## src/rsd_pkg.sv

```systemverilog
// Constants and payload type for the decoder output and status block
package rsd_pkg;
  // Stream widths
  localparam int SYM_W  = 8;
  localparam int CH_W   = 2;
  localparam int CH_NUM = 4;
  localparam int CHK_W  = 5;
  localparam int SCNT_W = 8;
  localparam int BCNT_W = 11;
  localparam int CWC_W  = 16;

  // Codeword geometry limits fixed at build time
  localparam logic [CHK_W-1:0] R_MAX = 5'h10;
  localparam logic [SYM_W-1:0] N_MAX = 8'hff;
  localparam logic [SYM_W-1:0] N_MIN = 8'h11;

  // Register byte offsets
  localparam logic [7:0] OFS_NUM_CHECK = 8'h00;
  localparam logic [7:0] OFS_NUMN      = 8'h04;
  localparam logic [7:0] OFS_IRQ_STAT  = 8'h08;
  localparam logic [7:0] OFS_IRQ_MASK  = 8'h0c;
  localparam logic [7:0] OFS_CW_COUNT  = 8'h10;

  // Interrupt bit positions and register reset values
  localparam int IRQ_W        = 2;
  localparam int IRQ_DONE_BIT = 0;
  localparam int IRQ_FAIL_BIT = 1;
  localparam logic [CHK_W-1:0] NUM_CHECK_RST = R_MAX;
  localparam logic [SYM_W-1:0] NUMN_RST      = N_MAX;
  localparam logic [IRQ_W-1:0] IRQ_MASK_RST  = 2'h0;

  // One output beat with its status
  typedef struct packed {
    logic [SYM_W-1:0]  data;
    logic [CH_W-1:0]   chan;
    logic              first;
    logic              last;
    logic              fail;
    logic [SYM_W-1:0]  corr;
    logic [SCNT_W-1:0] nsym;
    logic [BCNT_W-1:0] nbit;
    logic [BCNT_W-1:0] n10;
    logic [BCNT_W-1:0] n01;
  } rsd_word_s;
endpackage

```

## src/rsd_out_status.sv

```systemverilog
// Decoder output stream, configuration and status counters behind Wishbone
`timescale 1ns/1ps
module rsd_out_status
  import rsd_pkg::*;
(
  // Clock and reset
  input  wire logic              core_clk,
  input  wire logic              rst_b,
  // Input stream from the decoding core
  input  wire logic              in_valid,
  output logic                   in_ready,
  input  wire logic [SYM_W-1:0]  in_data,
  input  wire logic [CH_W-1:0]   in_channel,
  input  wire logic              in_sop,
  input  wire logic              in_eop,
  input  wire logic [SYM_W-1:0]  in_corr,
  input  wire logic              in_fail,
  // Output stream
  output logic                   out_valid,
  input  wire logic              out_ready,
  output logic [SYM_W-1:0]       out_data,
  output logic [CH_W-1:0]        out_channel,
  output logic                   result_codeword_first,
  output logic                   out_codeword_last,
  output logic                   out_error,
  // Per-symbol and per-codeword status
  output logic [SYM_W-1:0]       status_error_value,
  output logic [SCNT_W-1:0]      status_num_error_symbol,
  output logic [BCNT_W-1:0]      status_num_error_bit,
  output logic [BCNT_W-1:0]      split_bit_flip_counts_one_to_zero,
  output logic [BCNT_W-1:0]      split_bit_flip_counts_zero_to_one,
  // Configuration values
  output logic [CHK_W-1:0]       cfg_num_check,
  output logic [SYM_W-1:0]       cfg_numn,
  // Wishbone slave
  input  wire logic              wb_cyc_i,
  input  wire logic              wb_stb_i,
  input  wire logic              wb_we_i,
  input  wire logic [7:0]        wb_adr_i,
  input  wire logic [3:0]        wb_sel_i,
  input  wire logic [31:0]       wb_dat_i,
  output logic [31:0]            wb_dat_o,
  output logic                   wb_ack_o,
  // Interrupt
  output logic                   irq
);

  // Number of set bits in a symbol, widened to a bit counter
  // Unrolled adder chain of SYM_W bits; cheap at this symbol width
  function automatic logic [BCNT_W-1:0] ones(input logic [SYM_W-1:0] v);
    logic [BCNT_W-1:0] cnt;
    cnt = '0;
    for (int i = 0; i < SYM_W; i++)
    begin
      cnt = cnt + {{(BCNT_W-1){1'b0}}, v[i]};
    end
    return cnt;
  endfunction

  // Clamp a requested value into [lo, hi]
  // Used for the codeword length, whose legal range has two ends
  function automatic logic [SYM_W-1:0] clamp(input logic [SYM_W-1:0] v, input logic [SYM_W-1:0] lo,
                                             input logic [SYM_W-1:0] hi);
    return (v < lo) ? lo : ((v > hi) ? hi : v);
  endfunction

  // Per-channel running totals, indexed by channel number
  // Length is counted too, to catch a codeword that disagrees with the setting
  logic [SCNT_W-1:0] acc_sym [CH_NUM];
  logic [BCNT_W-1:0] acc_bit [CH_NUM];
  logic [BCNT_W-1:0] acc_10  [CH_NUM];
  logic [BCNT_W-1:0] acc_01  [CH_NUM];
  logic [SYM_W-1:0]  acc_len [CH_NUM];

  // Two-beat output stage: head register plus a skid slot.
  // in_ready is registered, so a beat may already be in flight when the
  // output stalls; the skid slot holds it until the head register frees.
  // After the first edge in_ready is always the inverse of skid_valid.
  rsd_word_s         out_word;
  rsd_word_s         skid_word;
  logic              skid_valid;
  logic [IRQ_W-1:0]  irq_stat;
  logic [IRQ_W-1:0]  irq_mask;
  logic [CWC_W-1:0]  cw_count;

  // Input beat decode.
  // A first marker restarts the channel's totals in the same cycle, so a
  // codeword cut short on one channel never leaks counts into the next one.
  // Totals wrap at their width; a codeword beyond 255 symbols miscounts.
  wire               take      = in_valid & in_ready;
  wire [SYM_W-1:0]   flips     = in_corr;
  wire [SCNT_W-1:0]  base_sym  = in_sop ? '0 : acc_sym[in_channel];
  wire [BCNT_W-1:0]  base_bit  = in_sop ? '0 : acc_bit[in_channel];
  wire [BCNT_W-1:0]  base_10   = in_sop ? '0 : acc_10[in_channel];
  wire [BCNT_W-1:0]  base_01   = in_sop ? '0 : acc_01[in_channel];
  wire [SYM_W-1:0]   base_len  = in_sop ? '0 : acc_len[in_channel];
  wire [SCNT_W-1:0]  new_sym   = base_sym + {{(SCNT_W-1){1'b0}}, |flips};
  wire [BCNT_W-1:0]  new_bit   = base_bit + ones(flips);
  wire [BCNT_W-1:0]  new_10    = base_10 + ones(flips & in_data);
  wire [BCNT_W-1:0]  new_01    = base_01 + ones(flips & ~in_data);
  wire [SYM_W-1:0]   new_len   = base_len + 8'h01;
  // A codeword whose length disagrees with the configured length cannot be trusted
  wire               len_bad   = (new_len != cfg_numn);
  wire               new_fail  = in_eop & (in_fail | len_bad);
  wire rsd_word_s    in_word   = '{data: in_data ^ in_corr, chan: in_channel, first: in_sop, last: in_eop,
                                   fail: new_fail, corr: in_corr, nsym: new_sym, nbit: new_bit,
                                   n10: new_10, n01: new_01};

  // Output handshake terms; the head may load while empty even with ready
  // low, which keeps latency at one cycle without breaking the hold rule
  wire               out_free   = ~out_valid | out_ready;
  wire               next_skid  = out_free ? 1'b0 : (skid_valid | take);
  wire               out_done   = out_valid & out_ready & out_word.last;

  // Outputs straight from the head register
  // No logic between the head register and the pins keeps output timing clean
  assign out_data                          = out_word.data;
  assign out_channel                       = out_word.chan;
  assign result_codeword_first             = out_word.first;
  assign out_codeword_last                 = out_word.last;
  assign out_error                         = out_word.fail;
  assign status_error_value                = out_word.corr;
  assign status_num_error_symbol           = out_word.nsym;
  assign status_num_error_bit              = out_word.nbit;
  assign split_bit_flip_counts_one_to_zero = out_word.n10;
  assign split_bit_flip_counts_zero_to_one = out_word.n01;

  // Running totals; first marker restarts a channel's codeword.
  // One set per channel so interleaved codewords keep separate counts.
  always_ff @(posedge core_clk or negedge rst_b)
  begin
    if (!rst_b)
    begin
      for (int c = 0; c < CH_NUM; c++)
      begin
        acc_sym[c] <= '0;
        acc_bit[c] <= '0;
        acc_10[c]  <= '0;
        acc_01[c]  <= '0;
        acc_len[c] <= '0;
      end
    end
    else if (take)
    begin
      acc_sym[in_channel] <= new_sym;
      acc_bit[in_channel] <= new_bit;
      acc_10[in_channel]  <= new_10;
      acc_01[in_channel]  <= new_01;
      acc_len[in_channel] <= new_len;
    end
  end

  // Head and skid registers; skid keeps full rate with a registered ready
  // A skid beat always leaves before any new input beat, which keeps order.
  always_ff @(posedge core_clk or negedge rst_b)
  begin
    if (!rst_b)
    begin
      out_word   <= '0;
      skid_word  <= '0;
      out_valid  <= 1'b0;
      skid_valid <= 1'b0;
      in_ready   <= 1'b0;
    end
    else
    begin
      in_ready   <= ~next_skid;
      skid_valid <= next_skid;
      if (out_free)
      begin
        if (skid_valid)
        begin
          out_word  <= skid_word;
          out_valid <= 1'b1;
        end
        else if (take)
        begin
          out_word  <= in_word;
          out_valid <= 1'b1;
        end
        else
        begin
          out_valid <= 1'b0;
        end
      end
      else if (take)
      begin
        skid_word <= in_word;
      end
    end
  end

  // Register decode. Map, one 32-bit word each, fields in the low byte except the 16-bit count at 0x10:
  //   0x00 check-symbol count, clamped to the build maximum
  //   0x04 codeword length, clamped to the legal range
  //   0x08 event status, write one to clear
  //   0x0c event mask, same layout as status
  //   0x10 completed codeword count, read only
  // Only byte lane 0 gates writes because no field reaches past it.
  wire               wb_req   = wb_cyc_i & wb_stb_i & ~wb_ack_o;
  wire               wb_wr    = wb_req & wb_we_i & wb_sel_i[0];
  wire               wr_chk   = wb_wr & (wb_adr_i == OFS_NUM_CHECK);
  wire               wr_numn  = wb_wr & (wb_adr_i == OFS_NUMN);
  wire               wr_stat  = wb_wr & (wb_adr_i == OFS_IRQ_STAT);
  wire               wr_mask  = wb_wr & (wb_adr_i == OFS_IRQ_MASK);
  wire [CHK_W-1:0]   req_chk  = (wb_dat_i[7:0] > {3'h0, R_MAX}) ? R_MAX : wb_dat_i[CHK_W-1:0];
  wire [IRQ_W-1:0]   irq_set  = {out_done & out_word.fail, out_done};
  // Set wins over a write-one clear in the same cycle
  wire [IRQ_W-1:0]   next_stat = (irq_stat & ~(wr_stat ? wb_dat_i[IRQ_W-1:0] : '0)) | irq_set;
  wire [31:0]        rd_data  = (wb_adr_i == OFS_NUM_CHECK) ? {27'h0, cfg_num_check} :
                                (wb_adr_i == OFS_NUMN)      ? {24'h0, cfg_numn} :
                                (wb_adr_i == OFS_IRQ_STAT)  ? {30'h0, irq_stat} :
                                (wb_adr_i == OFS_IRQ_MASK)  ? {30'h0, irq_mask} :
                                (wb_adr_i == OFS_CW_COUNT)  ? {16'h0, cw_count} : 32'h0;

  // Configuration registers, clamped on write.
  // Clamping rather than refusing keeps the read-back value legal at all
  // times, at the cost of software not seeing that its value was altered.
  always_ff @(posedge core_clk or negedge rst_b)
  begin
    if (!rst_b)
    begin
      cfg_num_check <= NUM_CHECK_RST;
      cfg_numn      <= NUMN_RST;
    end
    else
    begin
      if (wr_chk)
      begin
        cfg_num_check <= req_chk;
      end
      if (wr_numn)
      begin
        cfg_numn <= clamp(wb_dat_i[SYM_W-1:0], N_MIN, N_MAX);
      end
    end
  end

  // Bus answer one cycle after the request; unmapped reads return zero.
  // A write lands at the request edge, the same edge that raises ack, so software
  // that reads back straight after the ack always sees the new value.
  // Ack is masked from the request so it is a one-cycle pulse; a held strobe is answered every second cycle.
  always_ff @(posedge core_clk or negedge rst_b)
  begin
    if (!rst_b)
    begin
      wb_ack_o <= 1'b0;
      wb_dat_o <= 32'h0;
    end
    else
    begin
      wb_ack_o <= wb_req;
      wb_dat_o <= wb_req ? rd_data : 32'h0;
    end
  end

  // Interrupt status, mask, line and codeword counter.
  // The line is built from next status and the incoming mask, so it follows
  // a mask or clear write in the same cycle as the registers themselves.
  always_ff @(posedge core_clk or negedge rst_b)
  begin
    if (!rst_b)
    begin
      irq_stat <= '0;
      irq_mask <= IRQ_MASK_RST;
      irq      <= 1'b0;
      cw_count <= '0;
    end
    else
    begin
      irq_stat <= next_stat;
      irq      <= |(next_stat & (wr_mask ? wb_dat_i[IRQ_W-1:0] : irq_mask));
      if (wr_mask)
      begin
        irq_mask <= wb_dat_i[IRQ_W-1:0];
      end
      if (out_done)
      begin
        cw_count <= cw_count + 16'h0001; // Wraps; software takes differences
      end
    end
  end

endmodule

```

## config.mk

```make
export PLATFORM = sky130hd
export DESIGN_NAME = rsd_out_status
export DESIGN_NICKNAME = d
export VERILOG_FILES = /design/src/rsd_pkg.sv /design/src/rsd_out_status.sv
export SDC_FILE = /design/constraint.sdc
export NUM_CORES = 1
export LEC_CHECK = 0
export BUFFER_PORTS_ARGS = -buffer_cell sky130_fd_sc_hd__buf_4
export CAP_MARGIN = 10
export CORE_UTILIZATION = 30
export DETAILED_ROUTE_END_ITERATION = 10
export GPL_ROUTABILITY_DRIVEN = 1
export GPL_TIMING_DRIVEN = 0
export SLEW_MARGIN = 10
export SYNTH_ARGS = -nofsm -noshare
export SYNTH_HDL_FRONTEND = slang
export SYNTH_SLANG_ARGS = --single-unit
```

## constraint.sdc

```tcl
create_clock -name core_clk -period 12.1 [get_ports core_clk]
set_input_delay 2.42 -clock core_clk [delete_from_list [all_inputs] [get_ports core_clk]]
set_output_delay 2.42 -clock core_clk [all_outputs]
set_load 0.05 [all_outputs]
```

==> impl_metrics.toml <==
[worst_setup_path]
crit_start = "in_sop"
crit_type = "input port to flip-flop"
crit_family = "adder cells"
slowest_delay_ps = 660
cp_data_required_time_ps = 12560
worstPathArrival_ps = 8930
cp_slowest_cell = "clkbuf_1"
critPathMaxFanout = 10
crit_buf_inv = 7
r2r_start = "acc_01[0]"
crit_chain = "buf_4 > clkinv_1 > clkbuf_1 > buf_2 > clkbuf_1 > nand2_1 > fa_1 > fa_1 > inv_1 > fa_1 > fa_1 > inv_1 > fa_1 > nor2b_1 > o21ai_0 > a21oi_1 > mux2i_1 > o21ai_1 > mux2_2"
cp-start-kind = "input port"
path_common_cell = "fa_1"
cp-end-kind = "flip-flop"

[timing]
min_period_over_period = 0.700
hold_viol_final = 0
finClkSkew_ps = 20.0
final_max_slew_viol_count = 0
fin_crit_ps = 8470
finalSetupTns_ps = 0
max_slew_margin = 0.145
whs_ps = 472
setup_viol = 0
rsz0062_at_grt = "no"
worst_pin_slew_ps = 1280
fmax_mhz = 118

[cts]
numCtsBuffers = 42
path_clk_slew_ps = 60
postCtsSetupRepairBufs = 0
cts_tree = "built"
hold_buffers = 0
clock_latency_ps = 590
cts_resized = 0
cts_num_sinks = 374
clockBufferDepth = 3
htree_num_levels = 2
clock-root-buffer = "clkbuf_16"

[logic_synthesis]
yosys-top-cells-area = "dfrtp_1 (51%), nand2_1 (6.6%), o21ai_0 (6.2%)"
syn_inst = 1690
ys_top_cells_by_count = "dfrtp_1 (365), nand2_1 (312), o21ai_0 (219)"
synthesis.area_mm2 = 0.0178
yosys_warnings = 0
synth_flop_cell = "dfrtp_1"
syn_avg_cell_area_um2 = 10.5
synth_async_sr_flop_share = 1.00
synth-seq-cells = 374
synth_top_area_share = 0.514
ys_seq_area_frac = 0.528
synthDistinctLibCells = 66
synth_most_common_cell = "dfrtp_1"
synth_edf_count = 0
synth_area_leader_cell = "dfrtp_1"

[routing]
top_layer = "met4"
drt-initial-drc-count = 1317
drt_first_pass_iters = 7
wire_per_inst_um = 21.0
met2_length_um = 27100
drt_wl_total_um = 56500
postRouteAntennaNets = 0
drc = 0
vias_per_cell = 5.13
wl_met3_um = 3540
vias = 13800
wl_met1_um = 24000

[global_route]
grt_usage = 0.190
grt_pass1_wl_um = 86400
grt.overflow.total = 0
grt_max_degree = 110
first_global_vias = 14000
grt_antenna_before_repair = 2

[final_layout]
num_antenna_cells = 0
final_nets = 2015
fin_cells = 2688
utilization = 0.367
layout-drive-gt1-share = 0.183
syn_to_final_growth_pct = 20.1

[die]
pin_count = 183
row_count = 88
start_util = 0.305
dieArea_mm2 = 0.0602
die_h_um = 245
die_w_um = 245
core_area_mm2 = 0.0581

[placement]
io_buffers = 136
placed_cells = 2610
dp_hpwl_um = 39800
finalWeightedCongestion = 0.908

[hold_path]
holdCritStartpoint = "cw_count[15]"
min_path_type = "flip-flop to flip-flop"

[power_and_ir_drop]
leakage_nw = 9.49
power.density_mw_per_mm2 = 186
finalPower_w = 0.00397
irDropWorstVdd_mv = 0.0949

[job]
cap_violations = 0

[status]
status = "finished clean"
## logic make-up (layout without fill, tap and decap cells)
| group | count (synthesis) | count (layout) | synth area share |
|---|---|---|---|
| adder cells (fa/ha/maj) | 54 | 54 | 0.0444 |
| other | 1 | 16 | 0.000211 |
| AO/OA/AOI/OAI | 398 | 398 | 0.124 |
| multiplexers | 123 | 123 | 0.108 |
| buffers and inverters | 176 | 394 | 0.0433 |
| flip-flops | 374 | 374 | 0.528 |
| XOR/XNOR | 46 | 46 | 0.0247 |
| AND/OR/NAND/NOR | 518 | 518 | 0.127 |
## where the power goes
group	internal (W)	total, W	switching [W]
logic	0.000369	0.00105	0.000684
clock network	0.000768	0.00131	0.000545
registers	0.00147	0.00160	0.000136
## state kept, by name, indices dropped and copies added, names as in the netlist, 16 cells and up
register and cells:
skid_word 62, acc_01 44, acc_10 44, acc_bit 44, acc_len 32, acc_sym 32, cw_count 16, wb_dat_o 16
## metrics by stage
step / worst slack, ps / instance area [µm²]
floorplan: 4710 / 17800
global placement: 3240 / 19800
detailed placement: 3280 / 19900
global route: 3530 / 21300
finish: 3630 / 21300
CTS: 3780 / 21300
## area by class of cell
class                           instances  area [µm²]
Timing Repair Buffer                  140        1140
Fill cell                            5777       36800
Clock buffer                           66        1270
Clock inverter                         12         139
Multi-Input combinational cell       1155        7670
Buffer                                116         543
Tap cell                              765         957
Sequential cell                       374        9370
Inverter                               60         225
## routing by layer
metal / vias up / GRT usage
met4: 0 / 0.0772
met3: 105 / 0.0326
li1: 6201 / -
met2: 482 / 0.309
met1: 7010 / 0.251
met5: - / 0
## placed cells by master, fill, tap and decap left out, types with 6 or more instances in the layout
| master | count |
|---|---|
| mux4_2 | 45 |
| buf_4 | 154 |
| mux2_2 | 45 |
| ha_1 | 39 |
| mux2i_1 | 29 |
| nand4_1 | 6 |
| o211ai_1 | 14 |
| o21a_1 | 14 |
| clkbuf_8 | 11 |
| buf_1 | 8 |
| clkinv_2 | 6 |
| o21ai_1 | 30 |
| clkbuf_16 | 43 |
| dfstp_2 | 9 |
| and3_1 | 15 |
| nand3_1 | 23 |
| a22oi_1 | 6 |
| and2_1 | 28 |
| conb_1 | 16 |
| fa_1 | 15 |
| inv_1 | 59 |
| buf_2 | 8 |
| o21ai_0 | 219 |
| xnor2_1 | 26 |
| xor2_1 | 16 |
| nor3_1 | 9 |
| a21oi_1 | 74 |
| a31oi_1 | 9 |
| dfrtp_1 | 365 |
| nor2_1 | 86 |
| o31ai_1 | 8 |
| clkbuf_1 | 89 |
| nand2_1 | 312 |
## final timing paths
check                      cells after the start                                   end  slack [ps]
min in group asynchronous                      1            status_num_error_symbol[3]        1760
setup / recovery                              19  split_bit_flip_counts_zero_to_one[6]        3630
hold / removal                                 1                          cw_count[15]         470
setup reg to reg                              15  split_bit_flip_counts_zero_to_one[6]        6990
max in group asynchronous                      4                            acc_10[22]        8700
hold reg to reg                                1                          cw_count[15]         470
No activity file was read; power rests on OpenSTA's default activity.
